[src/pkg/dpw_defs.svh]
/*
  Constants of the dual pot wiper register store: widths, reset values,
  instruction codes and timing counts.
  Assumes a 50 MHz system clock; included by its bare name.
*/
`ifndef DPW_DEFS_SVH
`define DPW_DEFS_SVH

// Widths and geometry
`define DPW_POS_W 6
`define DPW_REG_SEL_W 2
`define DPW_ADDR_W 3
`define DPW_NUM_POTS 2
`define DPW_NUM_TAPS 64
`define DPW_NUM_WORDS 8

// Wiper values
`define DPW_POS_RST 6'h00
`define DPW_POS_MIN 6'h00
`define DPW_POS_MAX 6'h3f
`define DPW_POS_ONE 6'h01
`define DPW_TAPS_RST 64'h1

// Instruction codes, upper nibble of the instruction byte
`define DPW_OP_GLD_DR 4'h1
`define DPW_OP_INCDEC 4'h2
`define DPW_OP_GST_POS 4'h8
`define DPW_OP_RD_POS 4'h9
`define DPW_OP_WR_POS 4'ha
`define DPW_OP_RD_DR 4'hb
`define DPW_OP_WR_DR 4'hc
`define DPW_OP_LD_DR 4'hd
`define DPW_OP_ST_POS 4'he

// Timing
`define DPW_CLK_KHZ 50000
`define DPW_T_WR_MS 10
`define DPW_T_PUR_MS 1
`define DPW_T_PUW_MS 5
`define DPW_WR_CYCLES (`DPW_T_WR_MS * `DPW_CLK_KHZ)
`define DPW_PUR_CYCLES (`DPW_T_PUR_MS * `DPW_CLK_KHZ)
`define DPW_PUW_CYCLES (`DPW_T_PUW_MS * `DPW_CLK_KHZ)
`define DPW_CNT_W 20

`endif

[src/pkg/dpw_pkg.sv]
/*
  Types of the dual pot wiper register store: instruction codes and the
  controller states.
  Assumes dpw_defs.svh on the include path.
*/
`include "dpw_defs.svh"

package dpw_pkg;

  typedef enum logic [3:0] {
    OP_GLD_DR = `DPW_OP_GLD_DR,
    OP_INCDEC = `DPW_OP_INCDEC,
    OP_GST_POS = `DPW_OP_GST_POS,
    OP_RD_POS = `DPW_OP_RD_POS,
    OP_WR_POS = `DPW_OP_WR_POS,
    OP_RD_DR = `DPW_OP_RD_DR,
    OP_WR_DR = `DPW_OP_WR_DR,
    OP_LD_DR = `DPW_OP_LD_DR,
    OP_ST_POS = `DPW_OP_ST_POS
  } dpw_op_t;

  // Gray steps along recall and from idle through the global store into the write cycle
  typedef enum logic [3:0] {
    ST_RST = 4'h0,
    ST_REC0 = 4'h1,
    ST_REC1 = 4'h3,
    ST_IDLE = 4'h2,
    ST_RDDR = 4'h6,
    ST_LOAD = 4'h7,
    ST_GLOAD0 = 4'h5,
    ST_GLOAD1 = 4'h4,
    ST_GSTORE = 4'ha,
    ST_NVW = 4'hb
  } dpw_state_t;

endpackage

[src/hdl/dpw_store.sv]
/*
  Data register array: eight six-bit words, two pots of four.
  One write port, one read port whose data come out of a register one
  cycle after the address. Holds no reset, so contents survive RESET.
*/
`timescale 1ns/10ps
`default_nettype none
`include "dpw_defs.svh"

module dpw_store #(
  parameter int unsigned WIDTH = `DPW_POS_W,
  parameter int unsigned DEPTH = `DPW_NUM_WORDS,
  parameter int unsigned AW = `DPW_ADDR_W
) (
  input wire logic clk,
  input wire logic wr_en,
  input wire logic [AW-1:0] wr_addr,
  input wire logic [WIDTH-1:0] wr_data,
  input wire logic [AW-1:0] rd_addr,
  output logic [WIDTH-1:0] rd_data
);

  logic [WIDTH-1:0] mem_ff [DEPTH];

  always_ff @(posedge clk) begin
    if (wr_en) begin
      mem_ff[wr_addr] <= wr_data;
    end
  end

  always_ff @(posedge clk) begin
    rd_data <= mem_ff[rd_addr];
  end

endmodule // dpw_store

`default_nettype wire

[src/hdl/dpw_top.sv]
/*
  Dual pot wiper register store: two wiper position counters, eight
  data registers, one-hot tap decode and the nonvolatile write timer.
  Assumes a serial command decoder on SYS_CLK that presents each decoded
  instruction as a one-cycle CMD_VALID and each step clock as STEP_VALID,
  and that withholds its slave acknowledge while BUSY is high.
*/
// How it works
// - Two separate wiper counters, one command port shared by both pots.
// - Six-bit counters, each decoded one-hot onto sixty-four tap outputs.
// - Write-wiper command loads the selected counter with the host value.
// - Transfer command loads the counter from the selected data register.
// - Increment/decrement mode moves the counter one tap per step.
// - After reset both counters are recalled from data register zero.
// - Counters are plain flops; only the data registers keep values.
// - Four data registers per pot, readable and writable by the host.
// - Values move either way between any data register and its counter.
// - Every data register change starts a timed nonvolatile write cycle.
// - Command carries one pot select bit and two register select bits.
// - Each step with data high moves up below tap 63, with data low moves down above tap 0.
// - BUSY withholds acknowledge during a write; host polls until clear.
`timescale 1ns/10ps
`default_nettype none
`include "dpw_defs.svh"

module dpw_top #(
  parameter int unsigned WR_CYCLES = `DPW_WR_CYCLES,
  parameter int unsigned CNT_W = `DPW_CNT_W
) (
  input wire logic SYS_CLK,
  input wire logic RESET,
  input wire logic CMD_VALID,
  input wire dpw_pkg::dpw_op_t CMD_OPCODE,
  input wire logic CMD_POT,
  input wire logic [`DPW_REG_SEL_W-1:0] CMD_REG,
  input wire logic [`DPW_POS_W-1:0] CMD_DATA,
  input wire logic STEP_VALID,
  input wire logic STEP_UP,
  output logic BUSY,
  output logic STEP_MODE,
  output logic RD_VALID,
  output logic [`DPW_POS_W-1:0] RD_DATA,
  output logic [`DPW_POS_W-1:0] WIPER0_POS,
  output logic [`DPW_POS_W-1:0] WIPER1_POS,
  output logic [`DPW_NUM_TAPS-1:0] WIPER0_TAPS,
  output logic [`DPW_NUM_TAPS-1:0] WIPER1_TAPS
);

  import dpw_pkg::*;

  localparam logic [CNT_W-1:0] CNT_LOAD = CNT_W'(WR_CYCLES - 1);
  localparam logic [CNT_W-1:0] CNT_ZERO = '0;

  dpw_state_t state_ff;
  dpw_state_t nxt_state;

  logic [`DPW_POS_W-1:0] pos_ff [`DPW_NUM_POTS];
  logic [`DPW_NUM_TAPS-1:0] taps_ff [`DPW_NUM_POTS];

  logic pot_ff;
  logic nxt_pot;
  logic [`DPW_REG_SEL_W-1:0] reg_ff;
  logic [`DPW_REG_SEL_W-1:0] nxt_reg;
  logic step_en_ff;
  logic nxt_step_en;
  logic step_pot_ff;
  logic nxt_step_pot;
  logic [CNT_W-1:0] nvw_cnt_ff;
  logic [CNT_W-1:0] nxt_nvw_cnt;
  logic busy_ff;
  logic rd_valid_ff;
  logic nxt_rd_valid;
  logic [`DPW_POS_W-1:0] rd_data_ff;
  logic [`DPW_POS_W-1:0] nxt_rd_data;

  logic [`DPW_ADDR_W-1:0] mem_rd_addr;
  logic [`DPW_POS_W-1:0] mem_rd_data;
  logic mem_wr_en;
  logic [`DPW_ADDR_W-1:0] mem_wr_addr;
  logic [`DPW_POS_W-1:0] mem_wr_data;

  // State decode
  wire st_rst = (state_ff == ST_RST);
  wire st_rec0 = (state_ff == ST_REC0);
  wire st_rec1 = (state_ff == ST_REC1);
  wire st_idle = (state_ff == ST_IDLE);
  wire st_rddr = (state_ff == ST_RDDR);
  wire st_load = (state_ff == ST_LOAD);
  wire st_gload0 = (state_ff == ST_GLOAD0);
  wire st_gload1 = (state_ff == ST_GLOAD1);
  wire st_gstore = (state_ff == ST_GSTORE);
  wire st_nvw = (state_ff == ST_NVW);
  wire nvw_done = st_nvw && (nvw_cnt_ff == CNT_ZERO);

  // Commands are taken only when idle; recall and write cycles drop them
  wire cmd_take = CMD_VALID && st_idle;
  wire op_rd_pos = cmd_take && (CMD_OPCODE == OP_RD_POS);
  wire op_wr_pos = cmd_take && (CMD_OPCODE == OP_WR_POS);
  wire op_rd_dr = cmd_take && (CMD_OPCODE == OP_RD_DR);
  wire op_wr_dr = cmd_take && (CMD_OPCODE == OP_WR_DR);
  wire op_ld_dr = cmd_take && (CMD_OPCODE == OP_LD_DR);
  wire op_st_pos = cmd_take && (CMD_OPCODE == OP_ST_POS);
  wire op_gld_dr = cmd_take && (CMD_OPCODE == OP_GLD_DR);
  wire op_gst_pos = cmd_take && (CMD_OPCODE == OP_GST_POS);
  wire op_incdec = cmd_take && (CMD_OPCODE == OP_INCDEC);

  // Word address is pot select above register select
  wire [`DPW_ADDR_W-1:0] cmd_addr = {CMD_POT, CMD_REG};
  wire rd_pot_one = st_rec0 || st_gload0;
  // Global load starts at pot zero, whatever pot bit came with it
  wire [`DPW_ADDR_W-1:0] idle_rd_addr = op_gld_dr ? {1'b0, CMD_REG} :
                                        cmd_addr;

  // Read port: data return one cycle after the address
  assign mem_rd_addr = st_idle ? idle_rd_addr :
                       st_rst ? 3'h0 :
                       {rd_pot_one, reg_ff};

  // Write port: host data, or a counter copied into a data register
  assign mem_wr_en = op_wr_dr || op_st_pos || op_gst_pos ||
                     st_gstore;
  assign mem_wr_addr = st_gstore ? {1'b1, reg_ff} :
                       op_gst_pos ? {1'b0, CMD_REG} :
                       cmd_addr;
  assign mem_wr_data = st_gstore ? pos_ff[1] :
                       op_wr_dr ? CMD_DATA :
                       op_gst_pos ? pos_ff[0] :
                       pos_ff[CMD_POT];

  dpw_store #(
    .WIDTH(`DPW_POS_W),
    .DEPTH(`DPW_NUM_WORDS),
    .AW(`DPW_ADDR_W)
  ) u_store (
    .clk(SYS_CLK),
    .wr_en(mem_wr_en),
    .wr_addr(mem_wr_addr),
    .wr_data(mem_wr_data),
    .rd_addr(mem_rd_addr),
    .rd_data(mem_rd_data)
  );

  // Controller
  always_comb begin
    nxt_state = state_ff;
    unique case (state_ff)
      ST_RST: begin
        nxt_state = ST_REC0;
      end
      ST_REC0: begin
        nxt_state = ST_REC1;
      end
      ST_REC1: begin
        nxt_state = ST_IDLE;
      end
      ST_IDLE: begin
        if (op_rd_dr) begin
          nxt_state = ST_RDDR;
        end else if (op_ld_dr) begin
          nxt_state = ST_LOAD;
        end else if (op_gld_dr) begin
          nxt_state = ST_GLOAD0;
        end else if (op_gst_pos) begin
          nxt_state = ST_GSTORE;
        end else if (op_wr_dr || op_st_pos) begin
          nxt_state = ST_NVW;
        end
      end
      ST_RDDR: begin
        nxt_state = ST_IDLE;
      end
      ST_LOAD: begin
        nxt_state = ST_IDLE;
      end
      ST_GLOAD0: begin
        nxt_state = ST_GLOAD1;
      end
      ST_GLOAD1: begin
        nxt_state = ST_IDLE;
      end
      ST_GSTORE: begin
        nxt_state = ST_NVW;
      end
      ST_NVW: begin
        if (nvw_done) begin
          nxt_state = ST_IDLE;
        end
      end
      default: begin
        nxt_state = ST_RST;
      end
    endcase
  end

  // Write cycle lasts WR_CYCLES clocks from entry
  assign nxt_nvw_cnt = st_nvw ? (nvw_cnt_ff - 1'b1) : CNT_LOAD;

  // Selection captured with each taken command
  assign nxt_pot = cmd_take ? CMD_POT : pot_ff;
  assign nxt_reg = st_rst ? 2'h0 : (cmd_take ? CMD_REG : reg_ff);

  // Step mode lasts until the next command is taken
  assign nxt_step_en = cmd_take ? op_incdec : step_en_ff;
  assign nxt_step_pot = op_incdec ? CMD_POT : step_pot_ff;

  // Read result holds until the next read
  assign nxt_rd_valid = op_rd_pos || st_rddr;
  assign nxt_rd_data = st_rddr ? mem_rd_data :
                       op_rd_pos ? pos_ff[CMD_POT] :
                       rd_data_ff;

  always_ff @(posedge SYS_CLK) begin
    if (RESET) begin
      state_ff <= ST_RST;
      nvw_cnt_ff <= CNT_LOAD;
      pot_ff <= 1'b0;
      reg_ff <= 2'h0;
      step_en_ff <= 1'b0;
      step_pot_ff <= 1'b0;
    end else begin
      state_ff <= nxt_state;
      nvw_cnt_ff <= nxt_nvw_cnt;
      pot_ff <= nxt_pot;
      reg_ff <= nxt_reg;
      step_en_ff <= nxt_step_en;
      step_pot_ff <= nxt_step_pot;
    end
  end

  // Busy follows the state so it rises with the cycle that starts a write
  always_ff @(posedge SYS_CLK) begin
    if (RESET) begin
      busy_ff <= 1'b1;
      rd_valid_ff <= 1'b0;
      rd_data_ff <= `DPW_POS_RST;
    end else begin
      busy_ff <= (nxt_state != ST_IDLE);
      rd_valid_ff <= nxt_rd_valid;
      rd_data_ff <= nxt_rd_data;
    end
  end

  // One counter and tap decoder per pot
  for (genvar p = 0; p < `DPW_NUM_POTS; p++) begin : g_pot
    logic [`DPW_POS_W-1:0] nxt_pos;
    logic recall_hit;
    wire sel_host = (CMD_POT == 1'(p));
    wire load_host = op_wr_pos && sel_host;
    wire step_hit = step_en_ff && STEP_VALID && st_idle && !CMD_VALID &&
                    (step_pot_ff == 1'(p));
    wire at_top = (pos_ff[p] == `DPW_POS_MAX);
    wire at_bot = (pos_ff[p] == `DPW_POS_MIN);
    wire step_inc = step_hit && STEP_UP && !at_top;
    wire step_dec = step_hit && !STEP_UP && !at_bot;

    if (p == 0) begin : g_first
      assign recall_hit = st_rec0 || st_gload0;
    end else begin : g_second
      assign recall_hit = st_rec1 || st_gload1;
    end

    wire load_reg = recall_hit || (st_load && (pot_ff == 1'(p)));

    always_comb begin
      nxt_pos = pos_ff[p];
      if (load_host) begin
        nxt_pos = CMD_DATA;
      end else if (load_reg) begin
        nxt_pos = mem_rd_data;
      end else if (step_inc) begin
        nxt_pos = pos_ff[p] + `DPW_POS_ONE;
      end else if (step_dec) begin
        nxt_pos = pos_ff[p] - `DPW_POS_ONE;
      end
    end

    // Volatile: cleared by reset, then recalled
    // Taps decode the next value so taps and position move together
    always_ff @(posedge SYS_CLK) begin
      if (RESET) begin
        pos_ff[p] <= `DPW_POS_RST;
        taps_ff[p] <= `DPW_TAPS_RST;
      end else begin
        pos_ff[p] <= nxt_pos;
        taps_ff[p] <= `DPW_TAPS_RST << nxt_pos;
      end
    end
  end

  // Every output straight from a flop
  assign BUSY = busy_ff;
  assign STEP_MODE = step_en_ff;
  assign RD_VALID = rd_valid_ff;
  assign RD_DATA = rd_data_ff;
  assign WIPER0_POS = pos_ff[0];
  assign WIPER1_POS = pos_ff[1];
  assign WIPER0_TAPS = taps_ff[0];
  assign WIPER1_TAPS = taps_ff[1];

endmodule // dpw_top

`default_nettype wire

[config.mk]
export PLATFORM = sky130hd
export DESIGN_NAME = dpw_top
export DESIGN_NICKNAME = d
export VERILOG_FILES = /design/src/pkg/dpw_pkg.sv /design/src/hdl/dpw_store.sv /design/src/hdl/dpw_top.sv
export VERILOG_INCLUDE_DIRS = /design/src /design/src/pkg
export SDC_FILE = /design/constraint.sdc
export NUM_CORES = 1
export LEC_CHECK = 0
export BUFFER_PORTS_ARGS = -buffer_cell sky130_fd_sc_hd__buf_4
export CORE_MARGIN = 1
export CORE_UTILIZATION = 30
export DETAILED_ROUTE_END_ITERATION = 16
export SYNTH_ARGS = -nofsm -noshare
export SYNTH_HDL_FRONTEND = slang
export SYNTH_SLANG_ARGS = --single-unit
[constraint.sdc]
create_clock -name SYS_CLK -period 3.9 [get_ports SYS_CLK]
set_input_delay 0.195 -clock SYS_CLK [delete_from_list [all_inputs] [get_ports SYS_CLK]]
set_output_delay 0.195 -clock SYS_CLK [all_outputs]
set_load 0.02 [all_outputs]
# Word level (Yosys, flattened, before mapping)

Memory sizes are Yosys's and may differ from the RTL's. A register that Yosys moved wholly into a read port is not among the register bits.
Cells that the tools add are included.

Flip-flop bits (word level): 37
Memory bits (writable): 188
Output and inout port bits: 149
Memories kept: 3

Add/subtract/negate cells: 5
Equal/unequal tests: 21
Shift operators: 2
Muxes and demuxes: 34
Bitwise gates (word level): 8
Reductions and logical operators: 50

Memory list:

| name           | words | width | read ports | clocked after Yosys merged registers in | wr ports | line            | source |
|---|---|---|---|---|---|---|---|
| taps_ff        | 2     | 64    | 2          | 0                                       | 2        | dpw_top.sv:58   | `` logic [`DPW_NUM_TAPS-1:0] taps_ff [`DPW_NUM_POTS]; `` |
| u_store.mem_ff | 8     | 6     | 1          | 1                                       | 1        | dpw_store.sv:23 | `logic [WIDTH-1:0] mem_ff [DEPTH];` |
| pos_ff         | 2     | 6     | 3          | 0                                       | 2        | dpw_top.sv:57   | `` logic [`DPW_POS_W-1:0] pos_ff [`DPW_NUM_POTS]; `` |

Operators by type and width:

| cell                  | number |
|---|---|
| $mux 64               | 2 |
| $shl 1x6->64 const A  | 2 |
| $mux 6                | 15 |
| $eq 4x4->1 const B    | 9 |
| $logic_and 1x1->1     | 28 |
| $pmux 4 s7            | 1 |
| $mux 4                | 6 |
| $logic_not 20->1      | 1 |
| $sub 20x1->20 const B | 1 |
| $eq 4x3->1 const B    | 4 |
| $mux 3                | 5 |
| $add 6x1->6 const B   | 2 |
| $eq 4x2->1 const B    | 3 |
| $eq 6x6->1 const B    | 2 |
| $logic_not 6->1       | 2 |
| $sub 6x1->6 const B   | 2 |
| $eq 4x1->1 const B    | 2 |
| $logic_or 1x1->1      | 8 |
| $logic_not 1->1       | 6 |
| $mux 1                | 5 |
| $logic_not 4->1       | 1 |
| $ne 4x2->1 const B    | 1 |
| $not 1->1             | 4 |
| $or 1x1->1            | 4 |
| other kinds (3)       | 4 |

# Logic depth before layout (Yosys ltp)

Gate-level depths: netlist of run 1.

Word-level depth: 12
Gate-level depth with buffers: 13

# Cells and area by module

From an unflattened synthesis of run 1, not the netlist that was laid out.

Cell total of the unflattened synthesis: 839
Area total of the unflattened synthesis: 8,779.7 sq um

By module, submodules not included:

| module    | instances | cells each | area an instance (sq um) | sequential area each (sq um) |
|---|---|---|---|---|
| dpw_top   | 1         | 751        | 6,757.7                  | 3,543.4 |
| dpw_store | 1         | 88         | 2,021.9                  | 1,561.5 |

# Least setup slack after synthesis of run 1

No wires, ideal clock.

Kind: reg2reg
Start point: reg state_ff[1]
End point: mem u_store.mem_ff[3][0] in the netlist's numbering (enable)
Arrival: 2.717 ns
Data required time: 3.523 ns
Setup slack: 0.806 ns
Stages on the path, launching flop included: 7
Period minus slack after synthesis: 3.094 ns
Cell sequence: dfxtp_1 buf_4 nor4b_1 nand2_1 nor4_2 o21ai_1 nor3_1

Cells in the longest elaborated chain, start to end: 8
Elaborated cells between the ends (all ways): 13

Ends and longest elaborated chain:

| element                                     | line                           | source |
|---|---|---|
| start, declared                             | dpw_top.sv:54                  | `dpw_state_t state_ff;` |
| start signal, assigned                      | dpw_top.sv:221                 | `state_ff <= nxt_state;` |
| $eq 4x2->1                                  | dpw_top.sv:86                  | `wire st_idle = (state_ff == ST_IDLE);` |
| $logic_and 1x1->1                           | dpw_top.sv:96                  | `wire cmd_take = CMD_VALID && st_idle;` |
| $logic_and 1x1->1, on equally long branches | dpw_top.sv:100, dpw_top.sv:102 |  |
| $logic_or 1x1->1 (3 in series)              | dpw_top.sv:120                 | `assign mem_wr_en = op_wr_dr \|\| op_st_pos \|\| op_gst_pos \|\|` |
| $mux 1                                      | dpw_store.sv:26                | `if (wr_en) begin` |
| $mux 1 (not written as such)                | dpw_store.sv:27                | `mem_ff[wr_addr] <= wr_data;` |
| end, declared                               | dpw_store.sv:23                |  |

Parallel ways exist; a longest one is shown, timed or not.

==> flow_summary.toml, run 1 <==
[status]
status = "finished, final reports clean"

[yosys]
ys_types = 73
syn_avg_cell_area_sq_um = 10.0
netlist_area_sq_um = 9200
async_flop_share = 0
syn_inst = 916
synth_top_cell_by_area = "dfxtp_1"
yosys-top-cells-area = "dfxtp_1, edfxtp_1, nor3_1, nor2_1, mux2i_1"
yosysWarnings = 0
yosys.area.top_type_share = 0.398
synth_fp_nets = 942
synth_edf_count = 48
ys_seq_area_frac = 0.555
ys_seq_elements = 231
synth_commonest_cells = "dfxtp_1, nor3_1, nor2_1, nand2_1, edfxtp_1"
synth_ff_type = "dfxtp_1"
synth_most_common_cell = "dfxtp_1"

[route]
ant_nets = 0
postRouteWirelength_um = 24400
drt_iter0_drc = 455
num_vias = 7253
drtPass1Iterations = 6
drc_errors = 0
viasPerCell = 4.95
wire_per_inst_um = 16.6

[power_and_ir_drop]
power-per-cell-area_nw_per_um2 = 467
fin_total_pwr_uw = 5380
leakage_uw = 0.00436
ir_drop_mv = 0.233

[placement]
dp.final_hpwl_um = 17600
portBuffers = 166
routabilityCongestion = 0.868

[cts]
worst_skew_pair.late_latency_ns = 0.52
htreeDepth = 1
cts_tree = "yes"
cts_buffers = 23
clock_path_buffers = 3
clk_pin_slew_worst_paths_ns = 0.06
cts.sinks = 231
root_buffer = "clkbuf_16"
postCtsResizedCells = 0

[die]
io_pins = 167
dieArea_sq_um = 31400
die_y_um = 177
start_util = 0.308
rows = 63
die_w_um = 177
core_area_sq_um = 29900

[sta]
period_share = 0.894
period_minus_slack_ns = 3.49
setup_tns_ns = 0
timing.fmax_ghz = 0.287
drv_slew = 0
fin_skew_ns = 0.0326
rsz0062_at_grt = "no"
setup_viol = 0
relSlewSlack = 0.400
hold_violations = 0
worstMarginPinSlew_ns = 0.900

[worst_setup_path]
cpLargestDelayFamily = "simple AND/OR/NAND/NOR gates"
end_kind = "register"
worstSetupPathType = "register to register"
worstPathCellList = "or4b_1, or3_4, o21ai_2, o21ai_0, or3_1, nor4_1"
arrival_ns = 3.84
critPathMaxFanout = 16
slowest_delay_ns = 0.86
cp-start-kind = "register"
slowest_stage = "or4b_1"
cp.required_ns = 4.26
crit_buf_inv = 0

[global_routing]
antenna_found_initial = 2
grt_pass1_vias = 6830
grt_pass1_wl_um = 38500
grt_max_degree = 28
grtUsageTotal = 0.154
grt-ovfl-total = 0

[hold_path]
hp-class = "input port to register"

[flow_run]
cap_viol_max_count = 0

[final_layout]
drive_gt1_frac = 0.245
fin_nets = 1083
post-route-util = 0.386
area_growth_pct = 25.5
-- final timing paths --
| path | startpoint | end | slack, ns | cells after the start |
|---|---|---|---|---|
| max | state_ff[0] | taps_ff[1][47] | 0.41 | 6 |
| min | CMD_DATA[3] | pos_ff[0][3] | 0.05 | 3 |
| max reg2reg | state_ff[0] | taps_ff[1][47] | 0.41 | 6 |
| min reg2reg | nvw_cnt_ff[0] | nvw_cnt_ff[0] | 0.40 | 1 |
-- sequential cells by signal (all words and copies together) (netlist names) --
signal and cells:
state_ff 4, STEP_MODE 1, taps_ff 128, pot_ff 1, reg_ff 2, step_pot_ff 1, u_store.mem_ff 48, nvw_cnt_ff 20
BUSY 1, u_store.rd_data 6, pos_ff 12, RD_VALID 1, RD_DATA 6
-- through the flow --
step / cell area (sq um) / cells / worst slack [ns] / hold slack (ns)
finish: 11500 / 1466 / 0.414 / 0.0528
global route: 11500 / 1464 / 0.177 / 0.0486
CTS: 11500 / 1464 / 0.452 / 0.0280
detailed placement: 10800 / 1420 / 0.448 / 0.392
global placement: 10800 / 1420 / 0.529 / 0.384
floorplan: 9200 / 916 / 0.806 / 0.331
-- layout make-up --
cell class | instances | area (sq um)
timing repair buffer | 187 | 1410
antenna | 2 | 5.00
fill | 2926 | 18300
inverter | 21 | 78.8
multi-input combinational | 593 | 3700
tap | 390 | 488
clock buffer | 32 | 639
clock inverter | 10 | 111
sequential | 231 | 5100
-- report_power, final --
part | total [uW] | internal, uW | switching (uW)
registers | 2550 | 2490 | 62.2
clock network | 2180 | 1280 | 896
logic | 655 | 200 | 455
total | 5380 | 3970 | 1410
-- cells in the final DEF (no fill, tap or decap), drive strengths merged, types with 5 or more instances in the layout --
master and count:
mux2i 25, and2 17, or3 11, nor4 27, a21o 9, edfxtp 48, nand3 27, a22oi 6
nor2 77, dfxtp 183, o21ai 23, nand4 8, inv 23, nand2b 10, xor2 5, ha 8
clkbuf 32, a211oi 22, a21oi 36, nand3b 6, xnor2 10, nor3 111, a311oi 6, or4 6
a31oi 7, nand2 65, a21boi 6, buf 185
-- cell families (layout without fill, tap and decap cells) --
group / after synthesis / count (layout) / share of synthesized area
AO/OA/AOI/OAI: 152 / 152 / 0.112
XOR/XNOR: 15 / 15 / 0.0143
adder cells (fa/ha/maj): 8 / 8 / 0.0109
buffers and inverters: 92 / 250 / 0.0437
flip-flops: 231 / 231 / 0.555
multiplexers: 27 / 27 / 0.0297
other: 0 / 2 / 0
AND/OR/NAND/NOR: 391 / 391 / 0.234
-- tightest hold or removal path, cell delays in order --
cell,delay [ns]
buf_4,0.12
a221oi_2,0.13
nor2_1,0.09
-- per-layer routing --
metal / track usage / vias up / share of wire / wire length [um]
li1: - / 3591 / - / -
met5: 0 / - / 0 / 0
met4: 0.0255 / 0 / 0.0089 / 218
met3: 0.0309 / 18 / 0.071 / 1740
met2: 0.249 / 250 / 0.46 / 11100
met1: 0.213 / 3394 / 0.46 / 11300
-- what timing repair did --
item,CTS,global route
endpoints found under the hold margin,2,0
setup buffers,0,0
hold buffers,2,0
Note: power is estimated with default switching activity, not from simulation.
==> run 2: changes to the inputs <==
--- a/config.mk
+++ b/config.mk
@@ -10,6 +10,7 @@
 export CORE_MARGIN = 1
 export CORE_UTILIZATION = 30
 export DETAILED_ROUTE_END_ITERATION = 16
+export REMOVE_ABC_BUFFERS = 1
 export SYNTH_ARGS = -nofsm -noshare
 export SYNTH_HDL_FRONTEND = slang
 export SYNTH_SLANG_ARGS = --single-unit
==> run 2 against run 1 <==
Against the previous run: highest routed layer unchanged; setup slack gained 0.027 ns; fmax up 0.79%; register-to-register slack gained 0.03 ns; hold slack got worse by 0.00094 ns; non-clock buffer count stayed put; final area is 0.17% higher; clock skew is 0.020 ns lower; clock-buffer cell count up 3; global-route usage grew 0.36 points.
==> flow_summary.toml, run 2 (synthesis gave the netlist of run 1 again) <==
[status]
status = "finished, final reports clean"

[power_and_ir_drop]
leakage_uw = 0.00437
power.internal_uw = 4030
power-per-cell-area_nw_per_um2 = 472
netSwitchingPower_uw = 1430
p_seq_frac = 0.466
pwr-share-comb = 0.122
ir_drop_mv = 0.355
p_sw_frac = 0.261
clockPowerShare = 0.412

[worst_setup_path]
cp.required_ns = 4.27
arrival_ns = 3.83
worstPathCellList = "or4b_1, buf_4, or4_1, nand3_1, mux2i_1, a221oi_2, buf_4, nand2b_1, nor3_1"
worstSetupPathType = "register to register"
slowest_stage = "or4b_1"
end_kind = "register"
cp-start-kind = "register"
critPathMaxFanout = 16
critical_path.most_common_cell = "buf_4"
slowest_delay_ns = 0.70

[route]
ant_nets = 0
num_vias = 7349
drtPass1Iterations = 5
viasPerCell = 5.01
drc_errors = 0
drt_iter0_drc = 646
postRouteWirelength_um = 25200
wire_per_inst_um = 17.2

[final_layout]
multi_input_area_sq_um = 3700
post-route-util = 0.387
final_common_cell = "buf_4"
final-seq-area_sq_um = 5100
largest_reg_flops = 128
antennaDiodeCount = 0
fin_nets = 1084
area_growth_pct = 25.7
regMostFlops = "taps_ff"
fin_cells = 1466
final_cell_mix = "buf_4, dfxtp_1, nor3_1"
top_regs = "taps_ff (128), u_store.mem_ff (48), nvw_cnt_ff (20)"
final.fill_count = 2933
final_area_sq_um = 11600
drive_gt1_frac = 0.242

[die]
io_pins = 167
start_util = 0.308
core_area_sq_um = 29900
die_w_um = 177
die_y_um = 177
rows = 63
dieArea_sq_um = 31400

[sta]
timing.fmax_ghz = 0.289
setup_tns_ns = 0
setup_viol = 0
drv_slew = 0
fin_skew_ns = 0.0131
relSlewSlack = 0.259
rsz0062_at_grt = "no"
period_minus_slack_ns = 3.46
hold_violations = 0
worstMarginPinSlew_ns = 1.11
period_share = 0.887

[cts]
cts_buffers = 24
cts_setup_buffers = 0
htreeDepth = 1
cts_tree = "yes"
root_buffer = "clkbuf_16"
clk_pin_slew_worst_paths_ns = 0.06
clock_path_buffers = 3
worst_skew_pair.late_latency_ns = 0.52
cts.sinks = 231

[placement]
dp_cells = 1420
portBuffers = 166
dp.final_hpwl_um = 18100
placed_cell_area_sq_um = 10800
routabilityCongestion = 0.850

[global_routing]
grt_max_degree = 28
grt_pass1_wl_um = 39100
grt-ovfl-total = 0
grt_pass1_vias = 7053
grtUsageTotal = 0.158
antenna_found_initial = 0

[hold_path]
hp-class = "input port to register"

[flow_run]
cap_viol_max_count = 0
[run 2: path summary, 6_finish.rpt]
kind,from,end,slack (ns),depth (start not counted)
hold / removal,RESET,pos_ff[0][0],0.05,2
setup reg to reg,state_ff[0],taps_ff[0][57],0.44,9
hold reg to reg,nvw_cnt_ff[0],nvw_cnt_ff[0],0.40,1
setup / recovery,state_ff[0],taps_ff[0][57],0.44,9
[run 2: layout make-up]
| type | count | area share |
|---|---|---|
| clock inverters | 9 | 0.00834 |
| inverters | 21 | 0.00682 |
| repair buffers | 187 | 0.122 |
| well taps | 390 | 0.0422 |
| flip-flops and latches | 231 | 0.442 |
| clock buffers | 35 | 0.0591 |
| multi-input cells | 593 | 0.320 |
[run 2: worst max-delay path, delay by kind of cell, from the launching register on]
family,cells,cell delay [ns]
AO/OA/AOI/OAI,1,0.21
buffers and inverters,2,0.44
flip-flops,1,0.42
multiplexers,1,0.09
AND/OR/NAND/NOR,5,2.16
[run 2: per-layer routing]
layer  vias up  wire length, um  global-route usage
li1       3581                -                   -
met1      3490            12100               0.221
met2       233            11100               0.247
met3        45             1330              0.0256
met4         0              623              0.0449
met5         -                0                   0
[run 2: power by group through the flow]
stage               Sequential, uW  Clock [uW]  Combinational (uW)
floorplan                     2620           0                 362
global placement              2600           0                 654
detailed placement            2590           0                 658
CTS                           2540        2290                 664
global route                  2550        2400                 726
finish                        2540        2250                 666
[run 2: through the flow]
step,hold WS [ns],setup slack [ns],power (uW)
global placement,0.384,0.556,3250
CTS,0.0396,0.463,5500
detailed placement,0.396,0.487,3250
floorplan,0.264,-0.277,2980
global route,0.0622,0.214,5670
finish,0.0518,0.441,5460
[run 2: timing repair]
action,CTS,global route
gates resized for setup,0,0
hold buffers,2,0
hold endpoints to repair,2,0
